### config.mk
export PLATFORM = sky130hd
export DESIGN_NAME = lcm_csr_map
export DESIGN_NICKNAME = d
export VERILOG_FILES = /design/src/lcm_pkg.sv /design/src/lcm_csr_map.sv /design/src/lcm_power_data.sv /design/src/lcm_rx_counter.sv
export VERILOG_INCLUDE_DIRS = /design/src
export SDC_FILE = /design/constraint.sdc
export NUM_CORES = 1
export LEC_CHECK = 0
export BUFFER_PORTS_ARGS = -buffer_cell sky130_fd_sc_hd__buf_2
export CAP_MARGIN = 10
export CORE_MARGIN = 1.5
export CORE_UTILIZATION = 40
export CTS_BUF_LIST = sky130_fd_sc_hd__clkbuf_2
export DETAILED_ROUTE_END_ITERATION = 7
export PLACE_DENSITY = 0.67
export SETUP_SLACK_MARGIN = 0.3
export SLEW_MARGIN = 20
export SYNTH_ARGS = -nofsm -noshare
export SYNTH_HDL_FRONTEND = slang
export SYNTH_HIERARCHICAL = 1
export SYNTH_SLANG_ARGS = --single-unit
### constraint.sdc
create_clock -name CLK_I -period 2.4 [get_ports CLK_I]
set_input_delay 0.12 -clock CLK_I [delete_from_list [all_inputs] [get_ports CLK_I]]
set_output_delay 0.12 -clock CLK_I [all_outputs]
set_load 0.02 [all_outputs]
### src/lcm_cfg.svh
// constants for the control/status map and power data register
// ----------------------------------------------------------------------
// Behaviour
// - power data read-only, chosen by select field
// - power data fixed constants, 0.01 W units
// - selects 0-3: scale 2, 60 then 42
// - selects 4-7: scale 2, 58 then 40
// - select 8 zero scale 2; 9-15 zero, scale 0
// - offset 00H low word shows unit status
// - 00H high word takes commands; acks go to bits 15:8
// - 04H general pointer given to units
// - 08H port write: reset, self test, dump
// - 0CH: eeprom high word, flash low word
// - flash writes blocked unless enabled
// - 10H carries phy management read/write requests
// - 18H: early rx, flow control, wake byte
// - wake byte shows wake-up interrupt occurred
// - 1CH status: duplex, speed, link
// - select field is bits 12:9 of pm control
// - scale field 14:13 reads 10b or 00b
// ----------------------------------------------------------------------
`ifndef LCM_CFG_SVH
`define LCM_CFG_SVH
// register byte offsets
`define LCM_OFF_UNIT 6'h00
`define LCM_OFF_GPTR 6'h04
`define LCM_OFF_PORT 6'h08
`define LCM_OFF_NVM 6'h0c
`define LCM_OFF_PHY 6'h10
`define LCM_OFF_RXCNT 6'h14
`define LCM_OFF_FLOW 6'h18
`define LCM_OFF_GEN 6'h1c
// power management control/status field positions
`define LCM_SEL_LSB 9
`define LCM_SEL_MSB 12
`define LCM_SCALE_LSB 13
`define LCM_SCALE_MSB 14
// fixed power figures, hundredths of a watt
`define LCM_PWR_CONS_D0 8'h3c
`define LCM_PWR_CONS_DX 8'h2a
`define LCM_PWR_DISS_D0 8'h3a
`define LCM_PWR_DISS_DX 8'h28
`define LCM_PWR_ZERO 8'h00
`define LCM_SCALE_VALID 2'h2
`define LCM_SCALE_RSVD 2'h0
// field positions inside the map
`define LCM_FLASH_WE_BIT 0
`define LCM_PORT_FN_MSB 3
`define LCM_ACK_LSB 8
`define LCM_ACK_MSB 15
`define LCM_GC_DEEP_PD_BIT 0
`define LCM_GC_CLKRUN_DIS_BIT 1
// reset values
`define LCM_RST_W16 16'h0000
`define LCM_RST_W32 32'h00000000
`define LCM_RST_B8 8'h00
`endif

### src/lcm_pkg.sv
// types shared by the control/status map files
package lcm_pkg;
  // port function codes written to the low nibble of the port register
  typedef enum logic [3:0] {
    LCM_PORT_SW_RESET = 4'h0,
    LCM_PORT_SELF_TEST = 4'h1,
    LCM_PORT_SEL_RESET = 4'h2,
    LCM_PORT_DUMP = 4'h3
  } lcm_port_fn_t;
  // one host access to the map
  typedef struct packed {
    logic rd;
    logic wr;
    logic [5:0] addr;
    logic [3:0] be;
    logic [31:0] wdata;
  } lcm_req_t;
  // what the power data logic reports
  typedef struct packed {
    logic [1:0] scale;
    logic [7:0] data;
  } lcm_pwr_t;
  // link state shown in general status
  typedef struct packed {
    logic full_duplex;
    logic speed_100;
    logic link_up;
  } lcm_link_t;
endpackage

### src/lcm_csr_map.sv
// control/status register map of the network controller
`timescale 1ns/1ns
`include "lcm_cfg.svh"
module lcm_csr_map (
  input wire logic CLK_I, // bus clock, 25 MHz
  input wire logic SYS_RST_I, // synchronous reset, high
  input lcm_pkg::lcm_req_t REQ_I, // host access
  output logic [31:0] RDATA_O, // read data, registered
  output logic RVALID_O, // read data valid pulse
  input wire logic [15:0] POWER_MGMT_CTRL_STATUS_WDATA_I, // pm write data
  input wire logic POWER_MGMT_CTRL_STATUS_WR_I, // pm write strobe
  output logic [15:0] POWER_MGMT_CTRL_STATUS_O, // pm word readback
  output logic [7:0] PWR_DATA_O, // power data register, registered
  input wire logic [15:0] UNIT_STATUS_I, // unit status from units
  input wire logic [7:0] ACK_STATUS_SET_I, // event bits to set
  output logic [7:0] ACK_O, // interrupt acknowledge pulse
  output logic [15:0] CMD_O, // command word
  output logic CMD_WR_O, // command written pulse
  output logic [31:0] GPTR_O, // general pointer
  output logic [31:0] PORT_O, // port word
  output logic PORT_WR_O, // port written pulse
  output logic [15:0] EEPROM_O, // eeprom control
  output logic EEPROM_WR_O, // eeprom written pulse
  input wire logic [15:0] EEPROM_I, // eeprom status bits
  output logic [15:0] FLASH_O, // flash control
  input wire logic FLASH_WR_REQ_I, // flash write cycle requested
  output logic FLASH_WR_OK_O, // flash write cycle allowed
  output logic [31:0] PHY_O, // phy management request
  output logic PHY_WR_O, // phy request pulse
  input wire logic [31:0] PHY_I, // phy management result
  input wire logic RX_DMA_I, // receive dma add pulse
  input wire logic [15:0] RX_BYTES_I, // bytes moved
  output logic [7:0] EARLY_RX_O, // early receive setting
  output logic [15:0] FLOW_O, // flow control word
  input wire logic WAKE_EVT_I, // wake-up event pulse
  output logic [7:0] WAKE_O, // wake indication byte
  output logic DEEP_PD_O, // deep power-down request
  output logic CLKRUN_DIS_O, // clock-run disabled
  input lcm_pkg::lcm_link_t LINK_I // link status
);
  // ------------------------------------------------------------
  // state
  // ------------------------------------------------------------
  logic [7:0] ack_status_q; // sticky event bits, upper status byte
  logic [7:0] ack_status_d; // next event bits
  logic [15:0] cmd_q; // command word
  logic [31:0] gptr_q; // general pointer
  logic [31:0] port_q; // last port word
  logic [15:0] eeprom_q; // eeprom control
  logic [15:0] flash_q; // flash control
  logic [31:0] phy_q; // phy management request
  logic [7:0] early_q; // early receive setting
  logic [15:0] flow_q; // flow control
  logic [7:0] wake_q; // wake indication
  logic [7:0] wake_d; // next wake indication
  logic [7:0] gctl_q; // general control
  logic [15:0] power_mgmt_ctrl_status_q; // pm word, select field kept
  logic [31:0] rdata_q; // read data
  logic rvalid_q; // read valid
  logic [7:0] ack_q; // ack pulse
  logic cmd_wr_q; // command pulse
  logic port_wr_q; // port pulse
  logic eeprom_wr_q; // eeprom pulse
  logic phy_wr_q; // phy pulse
  logic [7:0] pwr_q; // registered power data
  logic [31:0] rx_count; // received byte count
  lcm_pkg::lcm_pwr_t pwr; // lookup result
  logic [3:0] dsel; // data select field
  logic [31:0] rd_mux; // read selection
  // ------------------------------------------------------------
  // decode
  // ------------------------------------------------------------
  // byte-enable merge, used for every writable word
  function automatic logic [31:0] lcm_merge(input logic [31:0] old,
      input logic [31:0] nw, input logic [3:0] be);
    logic [31:0] r;
    r = old;
    for (int i = 0; i < 4; i++) begin
      if (be[i]) begin
        r[i*8 +: 8] = nw[i*8 +: 8];
      end
    end
    return r;
  endfunction
  // address match for one word, used for every offset
  function automatic logic lcm_hit(input logic [5:0] a,
      input logic [5:0] off);
    return a[5:2] == off[5:2];
  endfunction
  wire wr = REQ_I.wr; // write strobe
  wire [5:0] a = REQ_I.addr; // byte offset
  wire [3:0] be = REQ_I.be; // byte enables
  wire [31:0] wd = REQ_I.wdata; // write data
  wire hit_unit = lcm_hit(a, `LCM_OFF_UNIT); // 00H
  wire hit_gptr = lcm_hit(a, `LCM_OFF_GPTR); // 04H
  wire hit_port = lcm_hit(a, `LCM_OFF_PORT); // 08H
  wire hit_nvm = lcm_hit(a, `LCM_OFF_NVM); // 0CH
  wire hit_phy = lcm_hit(a, `LCM_OFF_PHY); // 10H
  wire hit_rx = lcm_hit(a, `LCM_OFF_RXCNT); // 14H
  wire hit_flow = lcm_hit(a, `LCM_OFF_FLOW); // 18H
  wire hit_gen = lcm_hit(a, `LCM_OFF_GEN); // 1CH
  wire [31:0] m_unit = lcm_merge({cmd_q, 16'h0000}, wd, be);
  wire [31:0] m_gptr = lcm_merge(gptr_q, wd, be);
  wire [31:0] m_port = lcm_merge(`LCM_RST_W32, wd, be);
  wire [31:0] m_nvm = lcm_merge({eeprom_q, flash_q}, wd, be);
  wire [31:0] m_phy = lcm_merge(phy_q, wd, be);
  wire [31:0] m_flow = lcm_merge({wake_q, flow_q, early_q}, wd, be);
  wire [31:0] m_gen = lcm_merge({24'h000000, gctl_q}, wd, be);
  // acks are write-one bits in the upper status byte
  wire [7:0] ack_wr = (wr && hit_unit && be[1]) ? wd[15:8] : 8'h00;
  // wake byte is write-one-to-clear from the top byte of 18H
  wire [7:0] wake_clr = (wr && hit_flow && be[3]) ? wd[31:24] : 8'h00;
  // ------------------------------------------------------------
  // sticky bits
  // ------------------------------------------------------------
  // set wins over clear so no event is lost in the ack cycle
  assign ack_status_d = ACK_STATUS_SET_I | (ack_status_q & ~ack_wr);
  assign wake_d = {7'h00, WAKE_EVT_I} | (wake_q & ~wake_clr);
  // ------------------------------------------------------------
  // power data
  // ------------------------------------------------------------
  assign dsel = power_mgmt_ctrl_status_q[`LCM_SEL_MSB:`LCM_SEL_LSB];
  lcm_power_data u_pwr (
    .sel_i(dsel),
    .pwr_o(pwr)
  );
  // ------------------------------------------------------------
  // receive byte count
  // ------------------------------------------------------------
  // writes to 14H are ignored; a software reset clears it
  wire port_reset = wr && hit_port && be[0] &&
      (wd[`LCM_PORT_FN_MSB:0] == 4'(lcm_pkg::LCM_PORT_SW_RESET));
  lcm_rx_counter u_rx (
    .CLK_I(CLK_I),
    .rst_i(SYS_RST_I),
    .clr_i(port_reset),
    .add_i(RX_DMA_I),
    .bytes_i(RX_BYTES_I),
    .count_o(rx_count)
  );
  // ------------------------------------------------------------
  // read mux
  // ------------------------------------------------------------
  // port is write only, reserved offsets and 20H up read zero
  assign rd_mux = hit_unit ? {cmd_q, ack_status_q,
                              UNIT_STATUS_I[7:2], 2'b00} :
                  hit_gptr ? gptr_q :
                  hit_nvm ? {eeprom_q | EEPROM_I, flash_q} :
                  hit_phy ? PHY_I :
                  hit_rx ? rx_count :
                  hit_flow ? {wake_q, flow_q, early_q} :
                  hit_gen ? {16'h0000, 5'h00, LINK_I, gctl_q} :
                  `LCM_RST_W32;
  // ------------------------------------------------------------
  // registers written by the host
  // ------------------------------------------------------------
  // port reset clears these registers like a pin reset; sticky bits and pm word keep theirs, port word takes the write
  wire clr_all = SYS_RST_I || port_reset;
  always_ff @(posedge CLK_I) begin
    if (clr_all) begin
      cmd_q <= `LCM_RST_W16;
      gptr_q <= `LCM_RST_W32;
      eeprom_q <= `LCM_RST_W16;
      flash_q <= `LCM_RST_W16;
      phy_q <= `LCM_RST_W32;
      early_q <= `LCM_RST_B8;
      flow_q <= `LCM_RST_W16;
      gctl_q <= `LCM_RST_B8;
    end else if (wr) begin
      if (hit_unit) begin
        cmd_q <= m_unit[31:16];
      end
      if (hit_gptr) begin
        gptr_q <= m_gptr;
      end
      if (hit_nvm) begin
        eeprom_q <= m_nvm[31:16];
        flash_q <= m_nvm[15:0];
      end
      if (hit_phy) begin
        phy_q <= m_phy;
      end
      if (hit_flow) begin
        early_q <= m_flow[7:0];
        flow_q <= m_flow[23:8];
      end
      if (hit_gen) begin
        gctl_q <= m_gen[7:0];
      end
    end
  end
  // ------------------------------------------------------------
  // sticky and pm state
  // ------------------------------------------------------------
  // pm control word: only the select field is kept here
  always_ff @(posedge CLK_I) begin
    if (SYS_RST_I) begin
      ack_status_q <= `LCM_RST_B8;
      wake_q <= `LCM_RST_B8;
      power_mgmt_ctrl_status_q <= `LCM_RST_W16;
    end else begin
      ack_status_q <= ack_status_d;
      wake_q <= wake_d;
      // select lands at 12:9; other bits are stored as zero, scale 14:13 reads from the lookup
      if (POWER_MGMT_CTRL_STATUS_WR_I) begin
        power_mgmt_ctrl_status_q <= {3'h0,
            POWER_MGMT_CTRL_STATUS_WDATA_I[`LCM_SEL_MSB:`LCM_SEL_LSB],
            9'h000};
      end
    end
  end
  // ------------------------------------------------------------
  // strobes, read data, power data
  // ------------------------------------------------------------
  always_ff @(posedge CLK_I) begin
    if (SYS_RST_I) begin
      rdata_q <= `LCM_RST_W32;
      rvalid_q <= 1'b0;
      ack_q <= `LCM_RST_B8;
      cmd_wr_q <= 1'b0;
      port_wr_q <= 1'b0;
      port_q <= `LCM_RST_W32;
      eeprom_wr_q <= 1'b0;
      phy_wr_q <= 1'b0;
      pwr_q <= `LCM_RST_B8;
    end else begin
      rdata_q <= REQ_I.rd ? rd_mux : rdata_q;
      rvalid_q <= REQ_I.rd;
      ack_q <= ack_wr & ack_status_q;
      cmd_wr_q <= wr && hit_unit && (be[3] || be[2]);
      port_wr_q <= wr && hit_port;
      port_q <= (wr && hit_port) ? m_port : port_q;
      eeprom_wr_q <= wr && hit_nvm && (be[3] || be[2]);
      phy_wr_q <= wr && hit_phy;
      pwr_q <= pwr.data;
    end
  end
  // ------------------------------------------------------------
  // outputs
  // ------------------------------------------------------------
  assign RDATA_O = rdata_q;
  assign RVALID_O = rvalid_q;
  assign POWER_MGMT_CTRL_STATUS_O = {1'b0, pwr.scale,
      power_mgmt_ctrl_status_q[12:0]};
  assign PWR_DATA_O = pwr_q;
  assign ACK_O = ack_q;
  assign CMD_O = cmd_q;
  assign CMD_WR_O = cmd_wr_q;
  assign GPTR_O = gptr_q;
  assign PORT_O = port_q;
  assign PORT_WR_O = port_wr_q;
  assign EEPROM_O = eeprom_q;
  assign EEPROM_WR_O = eeprom_wr_q;
  assign FLASH_O = flash_q;
  // flash write cycles pass only with the enable bit set
  assign FLASH_WR_OK_O = FLASH_WR_REQ_I &&
      flash_q[`LCM_FLASH_WE_BIT];
  assign PHY_O = phy_q;
  assign PHY_WR_O = phy_wr_q;
  assign EARLY_RX_O = early_q;
  assign FLOW_O = flow_q;
  assign WAKE_O = wake_q;
  assign DEEP_PD_O = gctl_q[`LCM_GC_DEEP_PD_BIT];
  assign CLKRUN_DIS_O = gctl_q[`LCM_GC_CLKRUN_DIS_BIT];
endmodule

### src/lcm_power_data.sv
// fixed power data lookup behind the power management capability
`timescale 1ns/1ns
`include "lcm_cfg.svh"
module lcm_power_data (
  input wire logic [3:0] sel_i, // data select field
  output lcm_pkg::lcm_pwr_t pwr_o // scale and data
);
  // ------------------------------------------------------------
  // lookup table
  // ------------------------------------------------------------
  // hard coded: nothing is measured, so no clock is needed
  function automatic lcm_pkg::lcm_pwr_t lcm_lookup(input logic [3:0] s);
    lcm_pkg::lcm_pwr_t r;
    r.scale = `LCM_SCALE_VALID;
    case (s)
      4'h0: r.data = `LCM_PWR_CONS_D0;
      4'h1, 4'h2, 4'h3: r.data = `LCM_PWR_CONS_DX;
      4'h4: r.data = `LCM_PWR_DISS_D0;
      4'h5, 4'h6, 4'h7: r.data = `LCM_PWR_DISS_DX;
      4'h8: r.data = `LCM_PWR_ZERO;
      default: begin
        r.data = `LCM_PWR_ZERO;
        r.scale = `LCM_SCALE_RSVD;
      end
    endcase
    return r;
  endfunction
  assign pwr_o = lcm_lookup(sel_i);
endmodule

### src/lcm_rx_counter.sv
// receive dma byte counter
`timescale 1ns/1ns
`include "lcm_cfg.svh"
module lcm_rx_counter (
  input wire logic CLK_I, // bus clock
  input wire logic rst_i, // synchronous reset, high
  input wire logic clr_i, // clear pulse
  input wire logic add_i, // add pulse
  input wire logic [15:0] bytes_i, // bytes moved this pulse
  output logic [31:0] count_o // running byte count
);
  logic [31:0] count_q; // accumulated count
  logic [31:0] count_d; // next count
  // ------------------------------------------------------------
  // accumulate
  // ------------------------------------------------------------
  // clear drops the old count but keeps the add, so a transfer in the clearing cycle survives
  assign count_d = add_i ? (clr_i ? 32'(bytes_i) : count_q + 32'(bytes_i))
                         : (clr_i ? `LCM_RST_W32 : count_q);
  always_ff @(posedge CLK_I) begin
    if (rst_i) begin
      count_q <= `LCM_RST_W32;
    end else begin
      count_q <= count_d;
    end
  end
  assign count_o = count_q;
endmodule

Yosys cells after proc, flatten, opt, wreduce, memory -nomap -nowiden
Index checks and enable logic that the tools add are counted.
- flip-flop bits (word level): 281
- latch bits: 0
- RAM bits: 0
- bits in read-only memories: 0
- bits of input ports: 157
- output and inout port bits: 248
- word-level logic and storage cells: 112
- memories: 0
- add/sub/neg operators: 1
- multiply operators: 0
- divide/modulo/power cells: 0
- magnitude comparators: 0
- equal/unequal tests: 15
- shift operators: 0
- mux-type cells: 18
- bitwise gates (word level): 8
- reductions and logical operators: 39
- operators by type and width (kind ; count):
    32-bit 2-to-1 mux ; 9
    3-bit AND reduction ; 18
    8-bit 2-to-1 mux ; 6
    32-bit by 16-bit adder with 32-bit output ; 1
    4-bit by 3-bit == test with 1-bit output, second input constant ; 8
    8-bit AND ; 3
    6-bit case mux with 4 select lines ; 1
    4-bit by 2-bit == test with 1-bit output, second input constant ; 4
    8-bit inverter ; 2
    16-bit bitwise OR ; 1
    1-bit logical AND ; 12
    4-bit logical NOT ; 3
    11-bit 2-to-1 mux ; 1
    9-bit OR reduction ; 1
    4-bit by 1-bit == test with 1-bit output, second input constant ; 2
    1-bit by 8-bit bitwise OR with 8-bit output ; 1
    8-bit bitwise OR ; 1
    3-bit OR reduction ; 2
    4-bit == test, second input constant ; 1
    1-bit logical OR ; 2
    2-bit 2-to-1 mux ; 1
    2-bit nonzero test ; 1

Logic depth before layout (Yosys ltp)
- word-level depth: 8
- mapped depth: 10
- gate-level depth less buffers: 9

Cells and area by module
The synthesis kept the hierarchy.
- by module, submodules not included (module ; times used ; cells an instance ; area an instance (sq um) ; seq. area each (sq um)):
    lcm_csr_map ; 1 ; 1253 ; 10796.6 ; 4984.8
    lcm_rx_counter ; 1 ; 272 ; 2209.6 ; 640.6
    lcm_power_data ; 1 ; 13 ; 80.1 ; 0.0

Worst setup path after synthesis
No wires, ideal clock.
- path kind: reg-to-reg
- start: reg u_rx.count_q[0], in the netlist u_rx/count_o[0]
- end: reg u_rx.count_q[12], in the netlist u_rx/count_o[12]
- setup time: 71 ps
- data arrival time: 2345 ps
- required time: 2329 ps
- slack: -16 ps
- stages on the path, launching flop included: 10
- path buffers: 0
- clock period less this slack: 2416 ps
- cells stage by stage: dfxtp_1 ha_1 fa_1 a21o_1 a221oi_2 o211ai_1 a221oi_1 xor2_1 or3_1 a21oi_1
- word-level cells in the longest chain between the ends: 3
- RTL lines (item ; RTL line ; RTL):
    start: declaration ; lcm_rx_counter.sv:12 ; logic [31:0] count_q;
    start signal: assignment ; lcm_rx_counter.sv:22 ; count_q <= `LCM_RST_W32;
    start signal: assignment ; lcm_rx_counter.sv:24 ; count_q <= count_d;
    32-bit by 16-bit adder with 32-bit output ; lcm_rx_counter.sv:18 ; assign count_d = add_i ? (clr_i ? 32'(bytes_i) : count_q + 32'(bytes_i))
    32-bit 2-to-1 mux (2 in series) ; lcm_rx_counter.sv:18 ;
No other way between the ends.
A chain may end at the register's enable or synchronous reset.

Final worst setup path
- start: reg u_rx.count_q[0], in the netlist u_rx/count_o[0]
- end: reg u_rx.count_q[24], in the netlist u_rx/count_o[24]
Same word-level chain as after synthesis.

==> flow_metrics.tcl <==
set metrics [dict create \
    rr_endpoint "u_rx/count_o[24]" \
    num_rows 66 \
    r2r_cells 10 \
    maxSlewViolCount 0 \
    die-area_um2 33800 \
    wl_um 57200 \
    drt_iter0_markers 1294 \
    ir_drop_v 0.000299 \
    synthToLayoutAreaGrowth_pct 49.2 \
    gp_congestion 0.914 \
    cts_tree "done" \
    fin_area_um2 19500 \
    fp.dieH_um 184 \
    wire_per_inst_um 20.9 \
    ys_async_sr_fraction 0 \
    outcome "finished, violations left" \
    clock_skew_ns 0.0622 \
    ff2ff_setup_slack_ns -0.05 \
    numPortBuffers 369 \
    maxCapViolCount 0 \
    cp-end-kind "register" \
    track_usage 0.326 \
    critPathLaunch "u_rx/count_o[0]" \
    required_ns 3.25 \
    tns_ns -0.0523 \
    violations "hold timing, setup timing" \
    grt_pass1_vias 14509 \
    min_period_ns 2.45 \
    final_hold_viol_count 4 \
    drc 0 \
    endpoint "u_rx/count_o[24]" \
    syn-cell-area_um2 13100 \
    syn_avg_cell_area_um2 8.51 \
    first_pass_iters 5 \
    finalCritPeriodShare 1.02 \
    io_pins 405 \
    die_w_um 184 \
    root_buffer "clkbuf_2" \
    total_power_mw 10.7 \
    clk_latency_ns 0.97 \
    grt_pass1_wl_um 84200 \
    dr_total_vias 15010 \
    cts_made_buffers 77 \
    drive_above_1_share 0.298 \
    synth_top_cell_by_area "dfxtp_1" \
    grt_max_degree 67 \
    dp_hpwl_um 36700 \
    synth_top_area_frac 0.430 \
    clock_sinks 281 \
    leakagePower_nw 8.43 \
    start_util 0.404 \
    hold_depth 6 \
    ys.warnings.count 6 \
    setup_violations 2 \
    drtAntennaViolNets 0 \
    synthDistinctLibCells 79 \
    via_per_inst 5.49 \
    setup_slack_ns -0.0503 \
    cts_buffer_depth 3 \
    hp-class "primary input to register" \
    synthTopCellsByArea "dfxtp_1, a21oi_1, nand2_1" \
    htreeDepth 3 \
    antenna_found_initial 2 \
    timing.rr.start "u_rx/count_o[0]" \
    post-place-ws_ns -0.0111 \
    synthTopCellsByCount "dfxtp_1, nand2_1, a21oi_1" \
    fin_cells 2735 \
    dp_cells 2295 \
    synth_ff_type "dfxtp_1" \
    rsz0062_at_grt "yes" \
    arrival_ns 3.30 \
    relSlewSlack 0.524 \
    utilization 0.603 \
    max_freq_mhz 408 \
    dpl-instance-area_um2 15400 \
    worstSetupPathType "register to register" \
    cp-start-kind "register" \
    powerDensity_nw_per_um2 548 \
    nNetsFinal 2412 \
    syn_inst 1538 \
    synth.most_common_cell "dfxtp_1" \
    crit_fanout 2 \
    synth_seq_cells 281 \
    holdWs_ns -0.0215 \
    core_um2 32400 \
    tightest_slew_ns 0.711 \
    synth_edf_count 0 \
    overflow 0 \
    path_clk_slew_ns 0.10 \
    ys_seq_area_frac 0.430 \
]
-- kinds of logic (layout without fill, tap and decap cells) --
logic type                 after synthesis  count (layout)  share of synthesized area
DFF                                    281             281                      0.430
buffers and inverters                  143             884                     0.0547
xor gates and xnor gates                20              20                     0.0134
muxes                                   71              71                     0.0578
and+or+nand+nor                        523             523                      0.190
adders and majority gates               17              17                     0.0168
AOI/OAI and AO/OA                      481             481                      0.237
other                                    2              16                   0.000574
-- worst min-delay path by stage --
stage,start,endpoint,slack (ns)
final,REQ_I[40],CMD_O[6],-0.02
after global routing,REQ_I[40],CMD_O[5],0.003
after CTS,REQ_I[2],gctl_q[2],0.003
after detailed placement,ACK_STATUS_SET_I[7],ack_status_q[7],0.33
after global placement,ACK_STATUS_SET_I[7],ack_status_q[7],0.33
after floorplan,REQ_I[25],WAKE_O[1],0.21
-- state kept, by name, summed over array words and instances (netlist names), 16 cells and up --
signal and flops:
GPTR_O 32, PHY_O 32, PORT_O 32, RDATA_O 32, u_rx/count_o 32, CMD_O 16, EEPROM_O 16, FLASH_O 16
FLOW_O 16
-- layout make-up --
cell class,count,area (um^2)
multi-input combinational,1126,7130
antenna,2,5.00
fill,2904,12800
timing repair buffer,732,5430
clock inverter,25,158
inverter,20,75.1
tap,442,553
clock buffer,107,536
sequential,281,5640
-- layer usage --
metal,routed length (um),share of wire,GRT usage,vias to the layer above
met4,2540,0.045,0.160,0
met1,23000,0.40,0.404,7121
li1,-,-,-,6906
met5,0,0,0,-
met3,5160,0.090,0.0725,154
met2,26400,0.46,0.534,829
-- layout by cell type (no fill, tap or decap), types with 61 or more instances in the layout --
cell	count
a21oi_1	188
buf_2	369
buf_4	63
clkbuf_2	107
dfxtp_1	273
dlygate4sd3_1	275
mux2i_1	61
nand2_1	198
nor2_1	152
o21ai_0	100
-- critical path, stage by stage, from the launching register on --
cell and delay, ns:
dfxtp_2 0.35, ha_4 0.16, fa_2 0.36, a21o_1 0.22, a221oi_4 0.27, buf_4 0.17, o21ai_2 0.07, a311o_1 0.31
a31oi_2 0.21, o21ai_1 0.10, a21oi_1 0.16
-- power by group --
group          internal (mW)  leakage, nW  switching [mW]
clock                   1.42        0.525            2.14
sequential              4.78         2.28           0.103
combinational           1.04         5.62            1.22
-- repair_timing --
action	in CTS	in global routing
endpoints found under the setup margin	24	85
hold buffers	280	2
resized for setup	31	57
hold endpoints to repair	278	3
pin swaps	27	29
buffers inserted	8	15
gates cloned	1	0
(Power assumes the default switching activity.)
